**src/rtl/aai_defines.svh**
```systemverilog
// register map, field positions, reset values and timing counts of the interrupt logic
`ifndef AAI_DEFINES_SVH
`define AAI_DEFINES_SVH
`define AAI_ADDR_W 8
`define AAI_OFS_INT_CFG 8'h32
`define AAI_OFS_EVENT_MASK 8'h33
`define AAI_OFS_EVENT_LATCH 8'h36
`define AAI_PAGE_MAIN 8'h00
`define AAI_CFG_POL_BIT 7
`define AAI_CFG_STYLE_HI 6
`define AAI_CFG_STYLE_LO 5
`define AAI_CFG_VIEW_BIT 2
`define AAI_CFG_WMASK 8'he4
`define AAI_CFG_RESET 8'h00
`define AAI_MASK_RESET 8'hff
`define AAI_LATCH_RESET 8'h00
`define AAI_LATCH_WMASK 8'hc0
`define AAI_BIT_CLK_ERR 7
`define AAI_BIT_PLL_LOCK 6
`define AAI_CLK_HZ 40000000
`define AAI_PULSE_MS 2
`define AAI_PERIOD_MS 4
`define AAI_PULSE_CYC ((`AAI_CLK_HZ / 1000) * `AAI_PULSE_MS)
`define AAI_PERIOD_CYC ((`AAI_CLK_HZ / 1000) * `AAI_PERIOD_MS)
`endif

```
**src/rtl/aai_pkg.sv**
```systemverilog
// types shared by the interrupt logic files
package aai_pkg;
   typedef enum logic [1:0] {
      AAI_STYLE_LEVEL = 2'b00,
      AAI_STYLE_RSVD = 2'b01,
      AAI_STYLE_REPEAT = 2'b10,
      AAI_STYLE_SINGLE = 2'b11
   } aai_style_t;
   typedef struct packed {
      logic irq_polarity_sel;
      aai_style_t style;
      logic latch_view_sel;
   } aai_cfg_t;
endpackage

```
**src/rtl/aai_pulse_gen.sv**
```systemverilog
// pulse timer that shapes the interrupt output in the repeating and single-pulse styles
`timescale 1ns/1ps
`default_nettype none
`include "aai_defines.svh"
module aai_pulse_gen #(
   parameter int unsigned PULSE_CYC = `AAI_PULSE_CYC,
   parameter int unsigned PERIOD_CYC = `AAI_PERIOD_CYC
) (
   input wire logic clk,
   input wire logic arst_n,
   input wire aai_pkg::aai_style_t style,
   input wire logic pending,
   input wire logic new_event,
   output logic active
);
   localparam int CW = $clog2(PERIOD_CYC + 1);
   typedef enum logic [1:0] {
      PG_IDLE = 2'b00,
      PG_HIGH = 2'b01,
      PG_LOW = 2'b10
   } aai_pg_state_t;
   aai_pg_state_t state_q;
   logic [CW-1:0] cnt_q;
   logic pulse_end;
   logic period_end;
   assign pulse_end = (cnt_q == CW'(PULSE_CYC - 1));
   assign period_end = (cnt_q == CW'(PERIOD_CYC - 1));

   // a fresh event in single style restarts a running pulse, so each event gets a full width
   always_ff @(posedge clk or negedge arst_n) begin
      if (!arst_n) begin
         state_q <= PG_IDLE;
         cnt_q <= '0;
      end else begin
         unique case (state_q)
            PG_IDLE: begin
               cnt_q <= '0;
               if ((style == aai_pkg::AAI_STYLE_REPEAT && pending) ||
                   (style == aai_pkg::AAI_STYLE_SINGLE && new_event)) begin
                  state_q <= PG_HIGH;
               end
            end
            PG_HIGH: begin
               cnt_q <= cnt_q + 1'b1;
               if (style == aai_pkg::AAI_STYLE_SINGLE && new_event) begin
                  cnt_q <= '0;
               end else if (pulse_end) begin
                  state_q <= (style == aai_pkg::AAI_STYLE_REPEAT) ? PG_LOW : PG_IDLE;
                  if (style != aai_pkg::AAI_STYLE_REPEAT) cnt_q <= '0;
               end
            end
            PG_LOW: begin
               cnt_q <= cnt_q + 1'b1;
               if (style != aai_pkg::AAI_STYLE_REPEAT) begin
                  // a single-style event caught in the gap must still get its own pulse
                  cnt_q <= '0;
                  state_q <= (style == aai_pkg::AAI_STYLE_SINGLE && new_event) ? PG_HIGH : PG_IDLE;
               end else if (period_end) begin
                  cnt_q <= '0;
                  state_q <= pending ? PG_HIGH : PG_IDLE;
               end
            end
            default: state_q <= PG_IDLE;
         endcase
      end
   end

   // the active level is only meaningful while the style selects a timed pulse
   assign active = (state_q == PG_HIGH);

   a_pulse_width: assert property (@(posedge clk) disable iff (!arst_n)
      $rose(active) && style == aai_pkg::AAI_STYLE_REPEAT |-> active [*8])
      else $error("repeat pulse ended too early");
endmodule
`default_nettype wire

```
**src/rtl/aai_irq_ctrl.sv**
```systemverilog
// interrupt controller: config, mask and latch registers driving one interrupt pin
`timescale 1ns/1ps
`default_nettype none
`include "aai_defines.svh"
module aai_irq_ctrl #(
   parameter int unsigned PULSE_CYC = `AAI_PULSE_CYC,
   parameter int unsigned PERIOD_CYC = `AAI_PERIOD_CYC
) (
   input wire logic CLK_SYS,
   input wire logic ARST_N,
   input wire logic [7:0] REG_PAGE,
   input wire logic [7:0] REG_ADDR,
   input wire logic REG_WR,
   input wire logic REG_RD,
   input wire logic [7:0] REG_WDATA,
   output logic [7:0] REG_RDATA,
   input wire logic AUDIO_SERIAL_PORT_CLK_ERR,
   input wire logic PLL_LOCK_EVENT,
   output logic INTERRUPT_OUT,
   output logic INTERRUPT_OUT_ACTIVE
);
   ////////////////////////////////////////////////////////////////////////////
   // register storage
   aai_pkg::aai_cfg_t cfg_q;
   logic [7:0] event_mask_reg_q;
   logic [1:0] latch_q;
   logic [7:0] rdata_q;
   logic irq_q;
   logic [1:0] ev_in;
   logic [1:0] ev_prev_q;
   logic [1:0] ev_rise;
   logic [1:0] mask_bits;
   logic [1:0] unmasked;
   logic page_ok;
   logic sel_cfg;
   logic sel_mask;
   logic sel_latch;
   logic pending;
   logic new_event;
   logic pulse_active;
   logic assert_int;
   logic [7:0] cfg_byte;
   logic [7:0] latch_view;

   // decode one register address on the main page
   function automatic logic hit(input logic [7:0] addr, input logic [7:0] ofs);
      hit = (addr == ofs);
   endfunction

   assign page_ok = (REG_PAGE == `AAI_PAGE_MAIN);
   assign sel_cfg = page_ok && hit(REG_ADDR, `AAI_OFS_INT_CFG);
   assign sel_mask = page_ok && hit(REG_ADDR, `AAI_OFS_EVENT_MASK);
   assign sel_latch = page_ok && hit(REG_ADDR, `AAI_OFS_EVENT_LATCH);

   // configuration register, reserved bits hold zero
   always_ff @(posedge CLK_SYS or negedge ARST_N) begin
      if (!ARST_N) begin
         cfg_q <= '0;
      end else if (REG_WR && sel_cfg) begin
         cfg_q.irq_polarity_sel <= REG_WDATA[`AAI_CFG_POL_BIT];
         cfg_q.style <= aai_pkg::aai_style_t'(REG_WDATA[`AAI_CFG_STYLE_HI:`AAI_CFG_STYLE_LO]);
         cfg_q.latch_view_sel <= REG_WDATA[`AAI_CFG_VIEW_BIT];
      end
   end

   // mask register, all eight bits read-write, everything masked out of reset
   always_ff @(posedge CLK_SYS or negedge ARST_N) begin
      if (!ARST_N) begin
         event_mask_reg_q <= `AAI_MASK_RESET;
      end else if (REG_WR && sel_mask) begin
         event_mask_reg_q <= REG_WDATA;
      end
   end

   ////////////////////////////////////////////////////////////////////////////
   // event capture
   assign ev_in = {AUDIO_SERIAL_PORT_CLK_ERR, PLL_LOCK_EVENT};
   assign ev_rise = ev_in & ~ev_prev_q;
   assign mask_bits = {event_mask_reg_q[`AAI_BIT_CLK_ERR], event_mask_reg_q[`AAI_BIT_PLL_LOCK]};

   // edge detect so a held event level counts as one occurrence
   always_ff @(posedge CLK_SYS or negedge ARST_N) begin
      if (!ARST_N) begin
         ev_prev_q <= '0;
      end else begin
         ev_prev_q <= ev_in;
      end
   end

   // latch regardless of mask; new event beats the read clear
   always_ff @(posedge CLK_SYS or negedge ARST_N) begin
      if (!ARST_N) begin
         latch_q <= '0;
      end else begin
         latch_q <= ((REG_RD && sel_latch) ? 2'b00 : latch_q) | ev_rise;
      end
   end

   assign unmasked = latch_q & ~mask_bits;
   assign pending = |unmasked;
   assign new_event = |(ev_rise & ~mask_bits);

   ////////////////////////////////////////////////////////////////////////////
   // read path
   assign cfg_byte = {cfg_q.irq_polarity_sel, cfg_q.style, 2'b00, cfg_q.latch_view_sel, 2'b00};
   assign latch_view = {cfg_q.latch_view_sel ? unmasked : latch_q, 6'h00};

   // registered read data; unmapped addresses answer zero
   always_ff @(posedge CLK_SYS or negedge ARST_N) begin
      if (!ARST_N) begin
         rdata_q <= 8'h00;
      end else if (REG_RD) begin
         rdata_q <= sel_cfg ? cfg_byte : sel_mask ? event_mask_reg_q : sel_latch ? latch_view : 8'h00;
      end
   end
   assign REG_RDATA = rdata_q;

   ////////////////////////////////////////////////////////////////////////////
   // interrupt output shaping
   aai_pulse_gen #(
      .PULSE_CYC(PULSE_CYC),
      .PERIOD_CYC(PERIOD_CYC)
   ) u_pulse (
      .clk(CLK_SYS),
      .arst_n(ARST_N),
      .style(cfg_q.style),
      .pending(pending),
      .new_event(new_event),
      .active(pulse_active)
   );

   // reserved style 1 is treated as never asserting, the safe choice for a host
   always_comb begin
      unique case (cfg_q.style)
         aai_pkg::AAI_STYLE_LEVEL: assert_int = pending;
         aai_pkg::AAI_STYLE_RSVD: assert_int = 1'b0;
         aai_pkg::AAI_STYLE_REPEAT: assert_int = pulse_active;
         aai_pkg::AAI_STYLE_SINGLE: assert_int = pulse_active;
      endcase
   end

   // pin level registered so polarity changes never glitch the pin
   always_ff @(posedge CLK_SYS or negedge ARST_N) begin
      if (!ARST_N) begin
         irq_q <= 1'b1;
      end else begin
         irq_q <= cfg_q.irq_polarity_sel ? assert_int : ~assert_int;
      end
   end
   assign INTERRUPT_OUT = irq_q;
   assign INTERRUPT_OUT_ACTIVE = (irq_q == cfg_q.irq_polarity_sel);

   ////////////////////////////////////////////////////////////////////////////
   // checks
   a_pol_level: assert property (@(posedge CLK_SYS) disable iff (!ARST_N)
      irq_q == ($past(cfg_q.irq_polarity_sel) ? $past(assert_int) : ~$past(assert_int)))
      else $error("interrupt pin polarity wrong");
   a_level_style: assert property (@(posedge CLK_SYS) disable iff (!ARST_N)
      cfg_q.style == aai_pkg::AAI_STYLE_LEVEL && pending |=> irq_q == $past(cfg_q.irq_polarity_sel))
      else $error("level style not asserted");
   a_single_pulse: assert property (@(posedge CLK_SYS) disable iff (!ARST_N)
      cfg_q.style == aai_pkg::AAI_STYLE_SINGLE && new_event |=> pulse_active)
      else $error("single pulse missing");
   a_view_all: assert property (@(posedge CLK_SYS) disable iff (!ARST_N)
      REG_RD && sel_latch && !cfg_q.latch_view_sel |=> REG_RDATA[7:6] == $past(latch_q))
      else $error("latch view all wrong");
   a_view_unmasked: assert property (@(posedge CLK_SYS) disable iff (!ARST_N)
      REG_RD && sel_latch && cfg_q.latch_view_sel |=> REG_RDATA[7:6] == $past(unmasked))
      else $error("latch view unmasked wrong");
   a_latch_set: assert property (@(posedge CLK_SYS) disable iff (!ARST_N)
      ev_rise[1] |=> latch_q[1])
      else $error("clock error not latched");
   a_pll_set: assert property (@(posedge CLK_SYS) disable iff (!ARST_N)
      ev_rise[0] |=> latch_q[0])
      else $error("pll lock not latched");
   a_read_clear: assert property (@(posedge CLK_SYS) disable iff (!ARST_N)
      REG_RD && sel_latch && ev_rise == 2'b00 |=> latch_q == 2'b00)
      else $error("latch not cleared by read");
   a_low_zero: assert property (@(posedge CLK_SYS) disable iff (!ARST_N)
      $past(REG_RD) && $past(sel_latch) |-> REG_RDATA[5:0] == 6'h00)
      else $error("latch reserved bits nonzero");
   a_mask_write: assert property (@(posedge CLK_SYS) disable iff (!ARST_N)
      REG_WR && sel_mask |=> event_mask_reg_q == $past(REG_WDATA))
      else $error("mask write lost");
   c_level_irq: cover property (@(posedge CLK_SYS) disable iff (!ARST_N)
      cfg_q.style == aai_pkg::AAI_STYLE_LEVEL && INTERRUPT_OUT_ACTIVE);
   c_repeat_irq: cover property (@(posedge CLK_SYS) disable iff (!ARST_N)
      cfg_q.style == aai_pkg::AAI_STYLE_REPEAT && $rose(pulse_active));
   c_single_irq: cover property (@(posedge CLK_SYS) disable iff (!ARST_N)
      cfg_q.style == aai_pkg::AAI_STYLE_SINGLE && $fell(pulse_active));
   c_set_on_read: cover property (@(posedge CLK_SYS) disable iff (!ARST_N)
      REG_RD && sel_latch && |ev_rise);
endmodule
`default_nettype wire

```
**config.mk**
```make
export PLATFORM = sky130hd
export DESIGN_NAME = aai_irq_ctrl
export DESIGN_NICKNAME = d
export VERILOG_FILES = /design/src/rtl/aai_pkg.sv /design/src/rtl/aai_pulse_gen.sv /design/src/rtl/aai_irq_ctrl.sv
export VERILOG_INCLUDE_DIRS = /design/src /design/src/rtl
export SDC_FILE = /design/constraint.sdc
export NUM_CORES = 1
export LEC_CHECK = 0
export ABC_AREA = 0
export BUFFER_PORTS_ARGS = -buffer_cell sky130_fd_sc_hd__buf_2
export CORE_ASPECT_RATIO = 2
export CORE_MARGIN = 2
export CORE_UTILIZATION = 55
export CTS_BUF_LIST = sky130_fd_sc_hd__clkbuf_2 sky130_fd_sc_hd__clkbuf_4 sky130_fd_sc_hd__clkbuf_8
export DETAILED_ROUTE_END_ITERATION = 16
export GPL_TIMING_DRIVEN = 0
export PLACE_DENSITY = 0.78
export SLEW_MARGIN = 30
export SYNTH_ARGS = -nofsm -noshare
export SYNTH_HDL_FRONTEND = slang
export SYNTH_SLANG_ARGS = --single-unit
```
**constraint.sdc**
```tcl
create_clock -name CLK_SYS -period 3.1 [get_ports CLK_SYS]
set_input_delay 0.62 -clock CLK_SYS [delete_from_list [all_inputs] [get_ports CLK_SYS]]
set_output_delay 0.62 -clock CLK_SYS [all_outputs]
set_load 0.02 [all_outputs]
```
Yosys cells after proc, flatten, opt, wreduce, memory -nomap -nowiden
Cells that the tools add are included.
{"block": "totals", "ff_bits": 45, "input_bits": 30, "output_inout_bits": 10, "wordCells": 73}
{"block": "classes", "addsub": 1, "eq_ne": 16, "mux": 22, "bitwise": 7, "reduce_logical": 17}
{"operator": "$mux 18", "n": 5}
{"operator": "$pmux 18 s3", "n": 1}
{"operator": "$eq 8x6->1 const B", "n": 3}
{"operator": "$mux 8", "n": 3}
{"operator": "$add 18x1->18 const B", "n": 1}
{"operator": "$eq 18x17->1 const B", "n": 1}
{"operator": "$eq 18x18->1 const B", "n": 1}
{"operator": "$mux 2", "n": 8}
{"operator": "$logic_and 1x1->1", "n": 8}
{"operator": "$logic_not 8->1", "n": 1}
{"operator": "$and 2x2->2", "n": 3}
{"operator": "$eq 2x2->1 const B", "n": 3}
{"operator": "$pmux 2 s3", "n": 1}
{"operator": "$reduce_or 2->1", "n": 3}
{"operator": "$eq 2x1->1 const B", "n": 2}
{"operator": "$logic_not 2->1", "n": 2}
{"operator": "$ne 2x1->1 const B", "n": 2}
{"operator": "$ne 2x2->1 const B", "n": 2}
{"operator": "$not 2->2", "n": 2}
{"operator": "$reduce_and 4->1", "n": 1}
{"operator": "$mux 1", "n": 3}
{"operator": "$ne 3x1->1 const B", "n": 1}
{"operator": "$pmux 1 s3", "n": 1}
{"operator": "$reduce_bool 3->1", "n": 1}
{"operator": "4 further kinds", "n": 4}

Depth between registers and ports, before layout
Gate-level depths: netlist of run 1.
{"block": "depth", "depth_word": 8, "depth_mapped": 9, "ltp_nobuf": 7}

Hierarchy
A second synthesis of run 1 with hierarchy kept.
{"block": "unflattened", "hier_cells": 244, "area_unflattened_um2": 2491.1}
{"mod": "aai_pulse_gen", "instances": 1, "cells_each": 156, "area_each_um2": 1306.3, "seq_area_each_um2": 500.5}
{"mod": "aai_irq_ctrl", "instances": 1, "cells_each": 88, "area_each_um2": 1184.9, "seq_area_each_um2": 636.9}

Worst setup path before layout of run 1
Ideal clock, no wire load.
{"block": "synth_path", "path_type": "register to register", "start": "register u_pulse.cnt_q[8]", "end": "register u_pulse.cnt_q[8]", "setup_ns": 0.131, "t_arrival_ns": 2.004, "required_ns": 2.969, "path_slack_ns": 0.965, "stages_incl_launch_ff": 9, "path_buffers": 2, "path_cell_list": "dfrtp_1 > or4b_4 > nor4_4 > o211ai_1 > a32o_2 > buf_6 > buf_6 > a21oi_1 > a31oi_1"}
{"block": "synth_via", "elab_chain_cells": 5, "word_cells_on_any_way": 9, "cone_classes": "1 x add/sub; 2 x eq/ne; 6 x mux"}
{"element": "start, declared", "line_no": "aai_pulse_gen.sv:23", "text": "logic [CW-1:0] cnt_q;"}
{"element": "start signal, assigned", "line_no": "aai_pulse_gen.sv:44", "text": "cnt_q <= cnt_q + 1'b1;"}
{"element": "start signal, assigned", "line_no": "aai_pulse_gen.sv:53", "text": "cnt_q <= cnt_q + 1'b1;"}
{"element": "$add 18x1->18", "line_no": "aai_pulse_gen.sv:44, aai_pulse_gen.sv:53"}
{"element": "$mux 18", "line_no": "aai_pulse_gen.sv:49", "text": "if (style != aai_pkg::AAI_STYLE_REPEAT) cnt_q <= '0;"}
{"element": "$mux 18", "line_no": "aai_pulse_gen.sv:47", "text": "end else if (pulse_end) begin"}
{"element": "$mux 18", "line_no": "aai_pulse_gen.sv:45", "text": "if (style == aai_pkg::AAI_STYLE_SINGLE && new_event) begin"}
{"element": "$pmux 18 s3 *", "line_no": "aai_pulse_gen.sv:35", "text": "unique case (state_q)"}
Every way passes the cells marked *; elsewhere a longest branch is shown, timed or not.
A chain may end at the register's enable or synchronous reset.

Worst setup path in the final report of run 1
{"block": "layout_path", "start": "register u_pulse.cnt_q[0]", "end": "register u_pulse.cnt_q[16]"}
Same word-level chain as after synthesis.

==> metrics.md, run 1 <==
| Metric | Value |
|---|---|
| PwrDens | `511 nW/um^2` |
| Later-pin clock latency in the skew report | `0.30 ns` |
| Crit Path Class | `flop to flop` |
| Net Count, Synth | `270` |
| Distinct cells, synth | `47` |
| Mapped Cells | `235` |
| # H-tree levels | `2` |
| Iter 0 DRT Violations | `39` |
| Final wirelength | `5320 um` |
| Area grow syn2layout | `15.6%` |
| Combinational Power Share | `0.229` |
| Synth warnings | `0` |
| Cell Rows | `34` |
| Initial antenna violation count | `0` |
| Fin Setup TNS | `0 ns` |
| Pre-antenna DRT Iters | `5` |
| Leakage Power | `1.26 nW` |
| GP Congestion | `0.804` |
| Switch Pwr | `0.000402 W` |
| Worst path top cell family by delay | `compound AO/OA/AOI/OAI gates` |
| Antenna-violating nets left | `0` |
| Int Pwr | `0.00102 W` |
| Max VDD drop | `0.509 mV` |
| CTS tree | `built` |
| Main synth FF type | `dfrtp_1` |
| Vias/cell | `5.81` |
| Crit-path slowest cell | `nor4_2` |
| Synthesized cell area | `2410 um^2` |
| WP buf/inv | `2` |
| Crit path launch type | `flop` |
| Clk network pwr share | `0.328` |
| Clock skew | `0.00526 ns` |
| Core footprint | `4300 um^2` |
| FF-to-FF path depth | `9` |
| Max-Cap Viols | `0` |
| Vias in the first global route | `1974` |
| Unrepaired setup endpoints after global routing | `false` |
| Clock buffer count from CTS | `5` |
| Final setup vio count | `0` |
| Final worst path period share | `0.798` |
| First-pass GRT wire length | `8850 um` |
| Post-DP HPWL | `4090 um` |
| Status | `finished clean` |
| Critical R2R Launch | `u_pulse.cnt_q[0]` |
| Layout cells sized above 1 | `0.282` |
| Synthesized area per cell | `10.2 um^2` |
| Switch share | `0.283` |
| Largest stage delay on the critical path | `0.47 ns` |
| Flops & latches, synth | `45` |
| Worst relative slew slack | `0.624` |
| CTS Buffer Depth | `2` |
| Resized Gates After CTS | `0` |
| Port buffer count | `37` |
| Fin. max-slew vios | `0` |
| Layout net count | `314` |
| Grt total ovfl | `0` |
| Die area | `4960 um^2` |
| Worst setup EP type | `flop` |
| I/O pin cnt | `40` |
| Post-CTS Setup Bufs | `0` |
| DRC viols | `0` |
| Largest net degree at the start of global routing | `46` |
| Die Wd | `50.8 um` |
| CP dominant cell by count | `buf_6` |
| Hold buffers post-CTS | `0` |
| Post-route setup slack | `0.627 ns` |
| CP required | `3.29 ns` |
| CP Launch Point | `u_pulse.cnt_q[0]` |
| Starting density of the core | `0.561` |
| Post-synth EDFFs | `0` |
| Hold WC Path Type | `input pin to async pin` |
| Tightest Pin Transition | `0.564 ns` |
| Register area share after synthesis | `0.472` |
| Crit-path max FO | `10` |
| Gr usage total | `0.235` |
| Fillers | `354` |
| Worst-path cell chain | `ha_1, nand3_1, nor4_2, a21oi_1, a32o_2, buf_6, buf_6, a21oi_2, mux2i_1` |
| Clock root buffer | `clkbuf_8` |
| Worst EP arrival | `2.66 ns` |
| N_diodes | `0` |
| Reg clk slew, reported paths | `0.09 ns` |
| Max frequency | `0.404 GHz` |
| Min Clock Period, post-route | `2.47 ns` |
| Wire per inst | `15.9 um` |
| Place WS | `0.622 ns` |
| Register share of total power | `0.443` |
| Chip height | `97.6 um` |
| WP depth | `9` |
| Via count | `1940` |
| Final Hold Fails | `0` |
| Asr flop ratio synth | `1.00` |
| Num Clock Sinks | `45` |
## registers in the layout (all words and copies together), names as in the netlist
| register | flops |
|---|---|
| INTERRUPT_OUT | 1 |
| REG_RDATA | 8 |
| cfg_byte | 4 |
| ev_prev_q | 2 |
| event_mask_reg_q | 8 |
| latch_q | 2 |
| u_pulse.cnt_q | 18 |
| u_pulse.state_q | 2 |
## cell type report
type                    count  area, um^2  area share
multi-input cells         164        1150       0.412
plain buffers               9        60.1      0.0216
clock inverters             2        37.5      0.0135
well taps                  54        67.6      0.0243
repair buffers             37         188      0.0674
flip-flops and latches     45        1140       0.409
inverters                  17        63.8      0.0229
clock buffers               6        82.6      0.0297
## per-stage QoR
step                      utilization  hold WS [ns]  area (um^2)  power, W  instances
after floorplan                     -         0.324         2410  0.000876        235
after global placement          0.619         0.455         2660  0.000958        326
after detailed placement        0.620         0.477         2660  0.000969        326
after CTS                       0.648         0.329         2780   0.00143        334
after global routing            0.648         0.351         2780   0.00149        334
final                           0.648         0.305         2780   0.00142        334
## synth_stat cells (4+ instances only)
library cell	n	area, um^2
a21oi_1	10	50.1
a31oi_1	10	62.6
and3_1	8	50.1
clkbuf_1	6	22.5
dfrtp_1	36	901
dfstp_2	9	236
ha_1	5	62.6
inv_1	16	60.1
mux2_2	14	158
mux2i_1	5	50.1
nand2_1	23	86.3
nand2b_1	5	31.3
nand3_1	14	70.1
nor2_1	9	33.8
nor2b_1	4	25.0
nor3_1	4	20.0
o21ai_0	11	55.1
## cells by family after synthesis
| family | after synthesis | synth area share |
|---|---|---|
| compound gates | 53 | 0.153 |
| flops | 45 | 0.472 |
| buf+inv | 26 | 0.0514 |
| simple gates | 84 | 0.201 |
| mux | 19 | 0.0862 |
| fa+ha+maj | 5 | 0.0260 |
| xor+xnor | 3 | 0.0109 |
## power by group through the flow
stage               registers [W]  clock network [W]  logic (W)
finish                   0.000630           0.000466   0.000326
global placement         0.000641                  0   0.000318
global route             0.000634           0.000495   0.000357
floorplan                0.000637                  0   0.000239
detailed placement       0.000641                  0   0.000328
CTS                      0.000630           0.000475   0.000328
## path summary, 6_finish.rpt
path / slack [ns] / end
setup / recovery: 0.63 / u_pulse.cnt_q[16]
min in group CLK_SYS: 0.43 / ev_prev_q[1]
hold reg to reg: 0.50 / latch_q[0]
max in group asynchronous: 2.40 / event_mask_reg_q[6]
hold / removal: 0.30 / u_pulse.cnt_q[12]
setup reg to reg: 0.63 / u_pulse.cnt_q[16]
## worst reg2reg max path, cell delays in order, from the launching register on
cell     delay, ns
dfrtp_1       0.42
ha_1          0.23
nand3_1       0.15
nor4_2        0.47
a21oi_1       0.20
a32o_2        0.36
buf_6         0.17
buf_6         0.15
a21oi_2       0.12
mux2i_1       0.10
## metal layers
metal  share of wire  global-route usage
met1            0.35               0.232
met3           0.028              0.0277
met5               0                   0
met4           0.016              0.0811
met2            0.60               0.471
## layout by cell type (no fill, tap or decap), types with 4 or more instances in the layout
| master | instances |
|---|---|
| a21oi_1 | 10 |
| clkbuf_8 | 6 |
| o21ai_0 | 11 |
| dfrtp_1 | 36 |
| nand3_1 | 14 |
| nor2b_1 | 4 |
| and3_1 | 8 |
| buf_2 | 36 |
| ha_1 | 5 |
| mux2i_1 | 5 |
| nor3_1 | 4 |
| a31oi_1 | 10 |
| nor2_1 | 9 |
| mux2_2 | 14 |
| nand2_1 | 23 |
| clkbuf_1 | 6 |
| inv_1 | 16 |
| nand2b_1 | 5 |
| dfstp_2 | 9 |
Note: power is estimated with default switching activity, not from simulation.
==> inputs of run 2 (changes only) <==
--- a/config.mk
+++ b/config.mk
@@ -6,11 +6,11 @@
 export SDC_FILE = /design/constraint.sdc
 export NUM_CORES = 1
 export LEC_CHECK = 0
-export ABC_AREA = 0
+export ABC_AREA = 1
 export BUFFER_PORTS_ARGS = -buffer_cell sky130_fd_sc_hd__buf_2
 export CORE_ASPECT_RATIO = 2
 export CORE_MARGIN = 2
-export CORE_UTILIZATION = 55
+export CORE_UTILIZATION = 53
 export CTS_BUF_LIST = sky130_fd_sc_hd__clkbuf_2 sky130_fd_sc_hd__clkbuf_4 sky130_fd_sc_hd__clkbuf_8
 export DETAILED_ROUTE_END_ITERATION = 16
 export GPL_TIMING_DRIVEN = 0
==> constraint.sdc (replaced) <==
create_clock -name CLK_SYS -period 2.25 [get_ports CLK_SYS]
set_input_delay 0.45 -clock CLK_SYS [delete_from_list [all_inputs] [get_ports CLK_SYS]]
set_output_delay 0.45 -clock CLK_SYS [all_outputs]
set_load 0.02 [all_outputs]
==> metrics.md, run 2 <==
| Metric | Value |
|---|---|
| Status | `finished clean` |
| I/O pin cnt | `40 (unchanged)` |
| First-pass GRT wire length | `9890 um (+12%)` |
| Synth top area cells | `dfrtp_1, nand2_1, dfstp_2` |
| Final Hold Fails | `0 (unchanged)` |
| Worst relative slew slack | `0.617 (-0.00684)` |
| # H-tree levels | `2 (unchanged)` |
| Wire per inst | `13.5 um (-15%)` |
| Synth warnings | `0 (unchanged)` |
| N_diodes | `0 (unchanged)` |
| Crit-path max FO | `10 (unchanged)` |
| Crit path launch type | `flop` |
| Starting density of the core | `0.539 (-0.0211)` |
| Largest net degree at the start of global routing | `46 (unchanged)` |
| Place WS | `0.514 ns (-0.108 ns)` |
| Distinct cells, synth | `34 (-28%)` |
| Synthesized area per cell | `7.69 um^2 (-25%)` |
| FF-to-FF path depth | `9 (unchanged)` |
| Vias/cell | `5.26 (-9.5%)` |
| Most frequent cell after synthesis | `nand2_1` |
| Reg2Reg Setup Slack | `0.49 ns (-0.13 ns)` |
| CP Launch Point | `u_pulse.cnt_q[1]` |
| Main synth FF type | `dfrtp_1` |
| Layout cells sized above 1 | `0.218 (-0.0640)` |
| Pre-antenna DRT Iters | `4 (-1)` |
| Fillers | `423 (+19%)` |
| Post-DP HPWL | `4560 um (+12%)` |
| Register area share after synthesis | `0.437 (-0.0348)` |
| Final setup vio count | `0 (unchanged)` |
| Later-pin clock latency in the skew report | `0.31 ns (about the same)` |
| Max frequency | `0.569 GHz (+41%)` |
| Clock skew | `0.00802 ns (+0.00276 ns)` |
| Layout net count | `419 (+33%)` |
| Post-CTS Setup Bufs | `0 (unchanged)` |
| Flip-flop count of the largest register after layout | `18 (unchanged)` |
| Unrepaired setup endpoints after global routing | `false` |
| Critical R2R Launch | `u_pulse.cnt_q[1]` |
| Antenna-violating nets left | `0 (unchanged)` |
| Fin Setup TNS | `0 ns (unchanged)` |
| Gr usage total | `0.252 (+0.0165)` |
| Via count | `2324 (+20%)` |
| Chip height | `103 um (+5.6%)` |
| Grt total ovfl | `0 (unchanged)` |
| Die area | `5520 um^2 (+11%)` |
| Worst EP arrival | `1.96 ns (-0.70 ns)` |
| Post-synth top area cell | `dfrtp_1` |
| Vias in the first global route | `2326 (+18%)` |
| Flops & latches, synth | `45 (unchanged)` |
| Max-Cap Viols | `0 (unchanged)` |
| Most common cell after layout, fill and taps aside | `nand2_1` |
| CTS Buffer Depth | `2 (unchanged)` |
| Die Wd | `53.5 um (+5.4%)` |
| Mapped Cells | `338 (+44%)` |
| Clock root buffer | `clkbuf_8` |
| Core footprint | `4820 um^2 (+12%)` |
| Min Clock Period, post-route | `1.76 ns (-0.717 ns)` |
| GP Congestion | `0.828 (+2.9%)` |
| Fin. max-slew vios | `0 (unchanged)` |
| Synthesized cell area | `2600 um^2 (+7.9%)` |
| Post-synth top cells | `nand2_1, inv_1, nor2_1` |
| Initial antenna violation count | `0 (unchanged)` |
| PwrDens | `587 nW/um^2 (+15%)` |
| Reg clk slew, reported paths | `0.09 ns (about the same)` |
| Iter 0 DRT Violations | `81 (+110%)` |
| Worst setup EP type | `flop` |
| Reg2reg end | `u_pulse.cnt_q[17]` |
| Total Power | `0.00174 W (+22%)` |
| Dpl cells | `434 (+33%)` |
| Post-route setup slack | `0.493 ns (-0.133 ns)` |
| Final worst path period share | `0.781 (-0.0171)` |
| Share of the synthesized area in the top cell type | `0.346 (-0.0275)` |
| Net Count, Synth | `373 (+38%)` |
| Most flops, register | `u_pulse.cnt_q` |
| Resized Gates After CTS | `0 (unchanged)` |
| DRC viols | `0 (unchanged)` |
| Register Area | `1140 um^2 (unchanged)` |
| Clock buffer count from CTS | `5 (unchanged)` |
| Num Clock Sinks | `45 (unchanged)` |
| Max VDD drop | `0.617 mV (+21%)` |
| Asr flop ratio synth | `1.00 (unchanged)` |
| CTS tree | `built` |
| Tightest Pin Transition | `0.575 ns (+0.0103 ns)` |
| Multi-input gate area | `1240 um^2 (+8.0%)` |
| Crit Path Class | `flop to flop` |
| Cell Rows | `36 (+5.9%)` |
| Most frequent cells in the layout | `nand2_1, inv_1, nor2_1` |
| Hold WC Path Type | `input pin to async pin` |
| Port buffer count | `39 (+5.4%)` |
| Hold buffers post-CTS | `0 (unchanged)` |
| Final wirelength | `5960 um (+12%)` |
| Post-synth EDFFs | `0 (unchanged)` |
| Setup crit end | `u_pulse.cnt_q[17]` |
| Final Non-Filler Cells | `442 (+32%)` |
| Leakage Power | `1.48 nW (+18%)` |
| Area grow syn2layout | `13.9%` |
| CP required | `2.45 ns (-0.84 ns)` |
-- run 2: cell count changes in the layout (fill, tap and decap cells not counted), sizes merged, moves of 8 or more --
cell and delta:
o21ai +17, a31oi -8, nor2 +35, nand4 +8
inv +31, and3 -8, mux2 -14, nand2 +74
-- run 2: worst min-delay path by stage --
stage | endpoint | start | cells after the start | slack, ns
after floorplan | REG_RDATA[0] | ARST_N | 0 | 0.15
after global placement | event_mask_reg_q[1] | event_mask_reg_q[1] | 2 | 0.46
after detailed placement | REG_RDATA[0] | REG_RDATA[0] | 2 | 0.46
after CTS | u_pulse.cnt_q[6] | ARST_N | 1 | 0.15
after global routing | u_pulse.cnt_q[6] | ARST_N | 1 | 0.17
final | u_pulse.cnt_q[6] | ARST_N | 1 | 0.12
-- run 2: power breakdown --
part           internal [W]  switching (W)
sequential         0.000835      0.0000208
combinational      0.000125       0.000227
clock              0.000244       0.000285
total               0.00120       0.000533
-- run 2: area by class of cell --
type / count / area share
multi-input combinational: 240 / 0.418
sequential: 45 / 0.384
timing repair buffer: 39 / 0.0668
inverter: 47 / 0.0596
clock buffer: 7 / 0.0283
tap: 57 / 0.0241
buffer: 6 / 0.0161
clock inverter: 1 / 0.00254
-- run 2: critical path: stages (launching register included) --
cell and delay [ns]:
dfrtp_1 0.38, ha_1 0.23, nand2_2 0.12, nor2_1 0.25, nand4_1 0.14, nand2_1 0.10, nand2_2 0.10, nand2_4 0.12
buf_12 0.15, o21ai_2 0.05
-- run 2: kinds of logic (layout without fill, tap and decap cells) --
family	count (synthesis)	count (layout)	synth area share
simple gates	177	177	0.303
xor+xnor	11	11	0.0371
compound gates	47	47	0.113
flops	45	45	0.437
buf+inv	53	100	0.0861
fa+ha+maj	5	5	0.0241
-- run 2: stage by stage --
step / hold slack [ns] / util / cell area [um^2]
2_1_floorplan: 0.154 / - / 2600
3_3_place_gp: 0.460 / 0.595 / 2870
3_5_place_dp: 0.464 / 0.595 / 2870
4_1_cts: 0.155 / 0.614 / 2960
5_1_grt: 0.173 / 0.614 / 2960
6_report: 0.122 / 0.614 / 2960
-- run 2: per-layer routing --
layer	share of wire	wire length [um]	track usage
met5	0	0	0
met4	0.050	299	0.172
met3	0.035	211	0.0493
met2	0.57	3410	0.484
met1	0.34	2040	0.214
==> inputs of run 3 (changes only) <==
--- a/config.mk
+++ b/config.mk
@@ -10,7 +10,7 @@
 export BUFFER_PORTS_ARGS = -buffer_cell sky130_fd_sc_hd__buf_2
 export CORE_ASPECT_RATIO = 2
 export CORE_MARGIN = 2
-export CORE_UTILIZATION = 53
+export CORE_UTILIZATION = 55
 export CTS_BUF_LIST = sky130_fd_sc_hd__clkbuf_2 sky130_fd_sc_hd__clkbuf_4 sky130_fd_sc_hd__clkbuf_8
 export DETAILED_ROUTE_END_ITERATION = 16
 export GPL_TIMING_DRIVEN = 0
==> constraint.sdc (replaced) <==
create_clock -name CLK_SYS -period 1.8 [get_ports CLK_SYS]
set_input_delay 0.36 -clock CLK_SYS [delete_from_list [all_inputs] [get_ports CLK_SYS]]
set_output_delay 0.36 -clock CLK_SYS [all_outputs]
set_load 0.02 [all_outputs]
==> metrics.md, run 3 (same netlist as run 2, synthesis figures left out) <==
| Metric | Value |
|---|---|
| Status | `finished clean` |
| Vias/cell | `5.29 (+0.53%)` |
| GP Congestion | `0.868 (+4.9%)` |
| Later-pin clock latency in the skew report | `0.30 ns (about the same)` |
| Reg2Reg Setup Slack | `0.14 ns (-0.35 ns)` |
| Clock buffer count from CTS | `5 (unchanged)` |
| Worst setup EP type | `flop` |
| Crit path launch type | `flop` |
| Clock skew | `0.00775 ns (-0.000262 ns)` |
| Die Wd | `52.6 um (-1.7%)` |
| DRC viols | `0 (unchanged)` |
| Via count | `2331 (+0.30%)` |
| Starting density of the core | `0.565 (+0.0260)` |
| Most frequent cells in the layout | `nand2_1, inv_1, nor2_1` |
| Flip-flop count of the largest register after layout | `18 (unchanged)` |
| Worst-path cell chain | `ha_2, nand2_2, nor3_4, nand2_1, nand2_1, nand2_2, nand2_4, buf_12, o21ai_2` |
| CP Launch Point | `u_pulse.cnt_q[0]` |
| Cell area after placement | `2870 um^2 (about the same)` |
| PwrDens | `769 nW/um^2 (+31%)` |
| Crit-path slowest cell | `dfrtp_1` |
| Fin. max-slew vios | `0 (unchanged)` |
| Reg clk slew, reported paths | `0.09 ns (about the same)` |
| Vias in the first global route | `2351 (+1.1%)` |
| Leakage Power | `1.50 nW (+1.2%)` |
| WP buf/inv | `1 (unchanged)` |
| Num Clock Sinks | `45 (unchanged)` |
| Max-Cap Viols | `0 (unchanged)` |
| Gr usage total | `0.261 (+0.00861)` |
| Unrepaired setup endpoints after global routing | `false` |
| Final wirelength | `6000 um (+0.70%)` |
| Most flops, register | `u_pulse.cnt_q` |
| Post-route cell area | `3000 um^2 (+1.2%)` |
| N_diodes | `0 (unchanged)` |
| Layout cells sized above 1 | `0.228 (+0.00980)` |
| Initial antenna violation count | `0 (unchanged)` |
| CTS tree | `built` |
| Critical R2R Launch | `u_pulse.cnt_q[0]` |
| Max frequency | `0.603 GHz (+5.9%)` |
| CP required | `2.00 ns (-0.45 ns)` |
| Most common cell after layout, fill and taps aside | `nand2_1` |
| Final Non-Filler Cells | `441 (-0.23%)` |
| Tightest Pin Transition | `0.575 ns (+0.000157 ns)` |
| Final setup vio count | `0 (unchanged)` |
| CTS Buffer Depth | `2 (unchanged)` |
| Worst relative slew slack | `0.617 (about the same)` |
| Max VDD drop | `0.568 mV (-7.9%)` |
| Layout net count | `420 (+0.24%)` |
| Largest stage delay on the critical path | `0.39 ns (about the same)` |
| Final Hold Fails | `0 (unchanged)` |
| Min Clock Period, post-route | `1.66 ns (-0.0984 ns)` |
| Die area | `5330 um^2 (-3.4%)` |
| Largest net degree at the start of global routing | `46 (unchanged)` |
| Reg2reg end | `u_pulse.cnt_q[4]` |
| Fin Setup TNS | `0 ns (unchanged)` |
| Final worst path period share | `0.921 (+0.141)` |
| Dpl cells | `432 (-0.46%)` |
| Pre-antenna DRT Iters | `4 (unchanged)` |
| # H-tree levels | `2 (unchanged)` |
| Grt total ovfl | `0 (unchanged)` |
| FF-to-FF path depth | `9 (unchanged)` |
| Iter 0 DRT Violations | `30 (-63%)` |
| Wire per inst | `13.6 um (+0.93%)` |
| Port buffer count | `39 (unchanged)` |
| I/O pin cnt | `40 (unchanged)` |
| Antenna-violating nets left | `0 (unchanged)` |
| Crit-path max FO | `10 (unchanged)` |
| Crit Path Class | `flop to flop` |
| First-pass GRT wire length | `10300 um (+4.3%)` |
| Post-DP HPWL | `4660 um (+2.2%)` |
| Cell Rows | `35 (-2.8%)` |
| Worst path top cell family by delay | `simple AND/OR/NAND/NOR gates` |
| Area grow syn2layout | `15.2%` |
| Worst EP arrival | `1.85 ns (-0.11 ns)` |
| Clock root buffer | `clkbuf_8` |
| Core footprint | `4600 um^2 (-4.6%)` |
| Hold WC Path Type | `input pin to async pin` |
| Chip height | `101 um (-1.8%)` |
[run 3: metal layers]
metal | routed length, um | global-route usage | vias up
li1 | - | - | 1172
met1 | 2090 | 0.252 | 1074
met2 | 3450 | 0.488 | 63
met3 | 167 | 0.0413 | 22
met4 | 299 | 0.154 | 0
met5 | 0 | 0 | -
[run 3: worst max path at each step]
stage / cells after the start / endpoint
after CTS: 9 / u_pulse.cnt_q[0]
after global placement: 9 / u_pulse.cnt_q[17]
after global routing: 9 / u_pulse.cnt_q[4]
after detailed placement: 9 / u_pulse.cnt_q[4]
after floorplan: 9 / u_pulse.cnt_q[17]
final: 9 / u_pulse.cnt_q[4]
[run 3: report_power, final]
part,internal (W),switching [W],total [W]
clock,0.000417,0.000371,0.000787
combinational,0.000160,0.000282,0.000442
sequential,0.00104,0.0000292,0.00107
[run 3: final cells by class]
cell class | count | area (um^2)
inverters | 47 | 176
well taps | 55 | 68.8
flip-flops and latches | 45 | 1140
clock buffers | 5 | 68.8
clock inverters | 3 | 43.8
plain buffers | 6 | 47.5
repair buffers | 40 | 205
fillers | 412 | 1600
multi-input cells | 240 | 1250
[run 3: what timing repair did]
item / 4_1_cts / 5_1_grt
hold buffers: 0 / 0
resized for setup: 0 / 4
setup endpoints to repair: 0 / 11
setup buffers: 0 / 1
[run 3: stage by stage]
step                      power [W]  setup WS, ns  hold WS, ns   util
after floorplan             0.00139         0.340       0.0644      -
after global placement      0.00152         0.115        0.461  0.623
after detailed placement    0.00153        0.0974        0.400  0.623
after CTS                   0.00232        0.0800       0.0662  0.648
after global routing        0.00242      0.000333       0.0811  0.651
final                       0.00230         0.142       0.0425  0.651
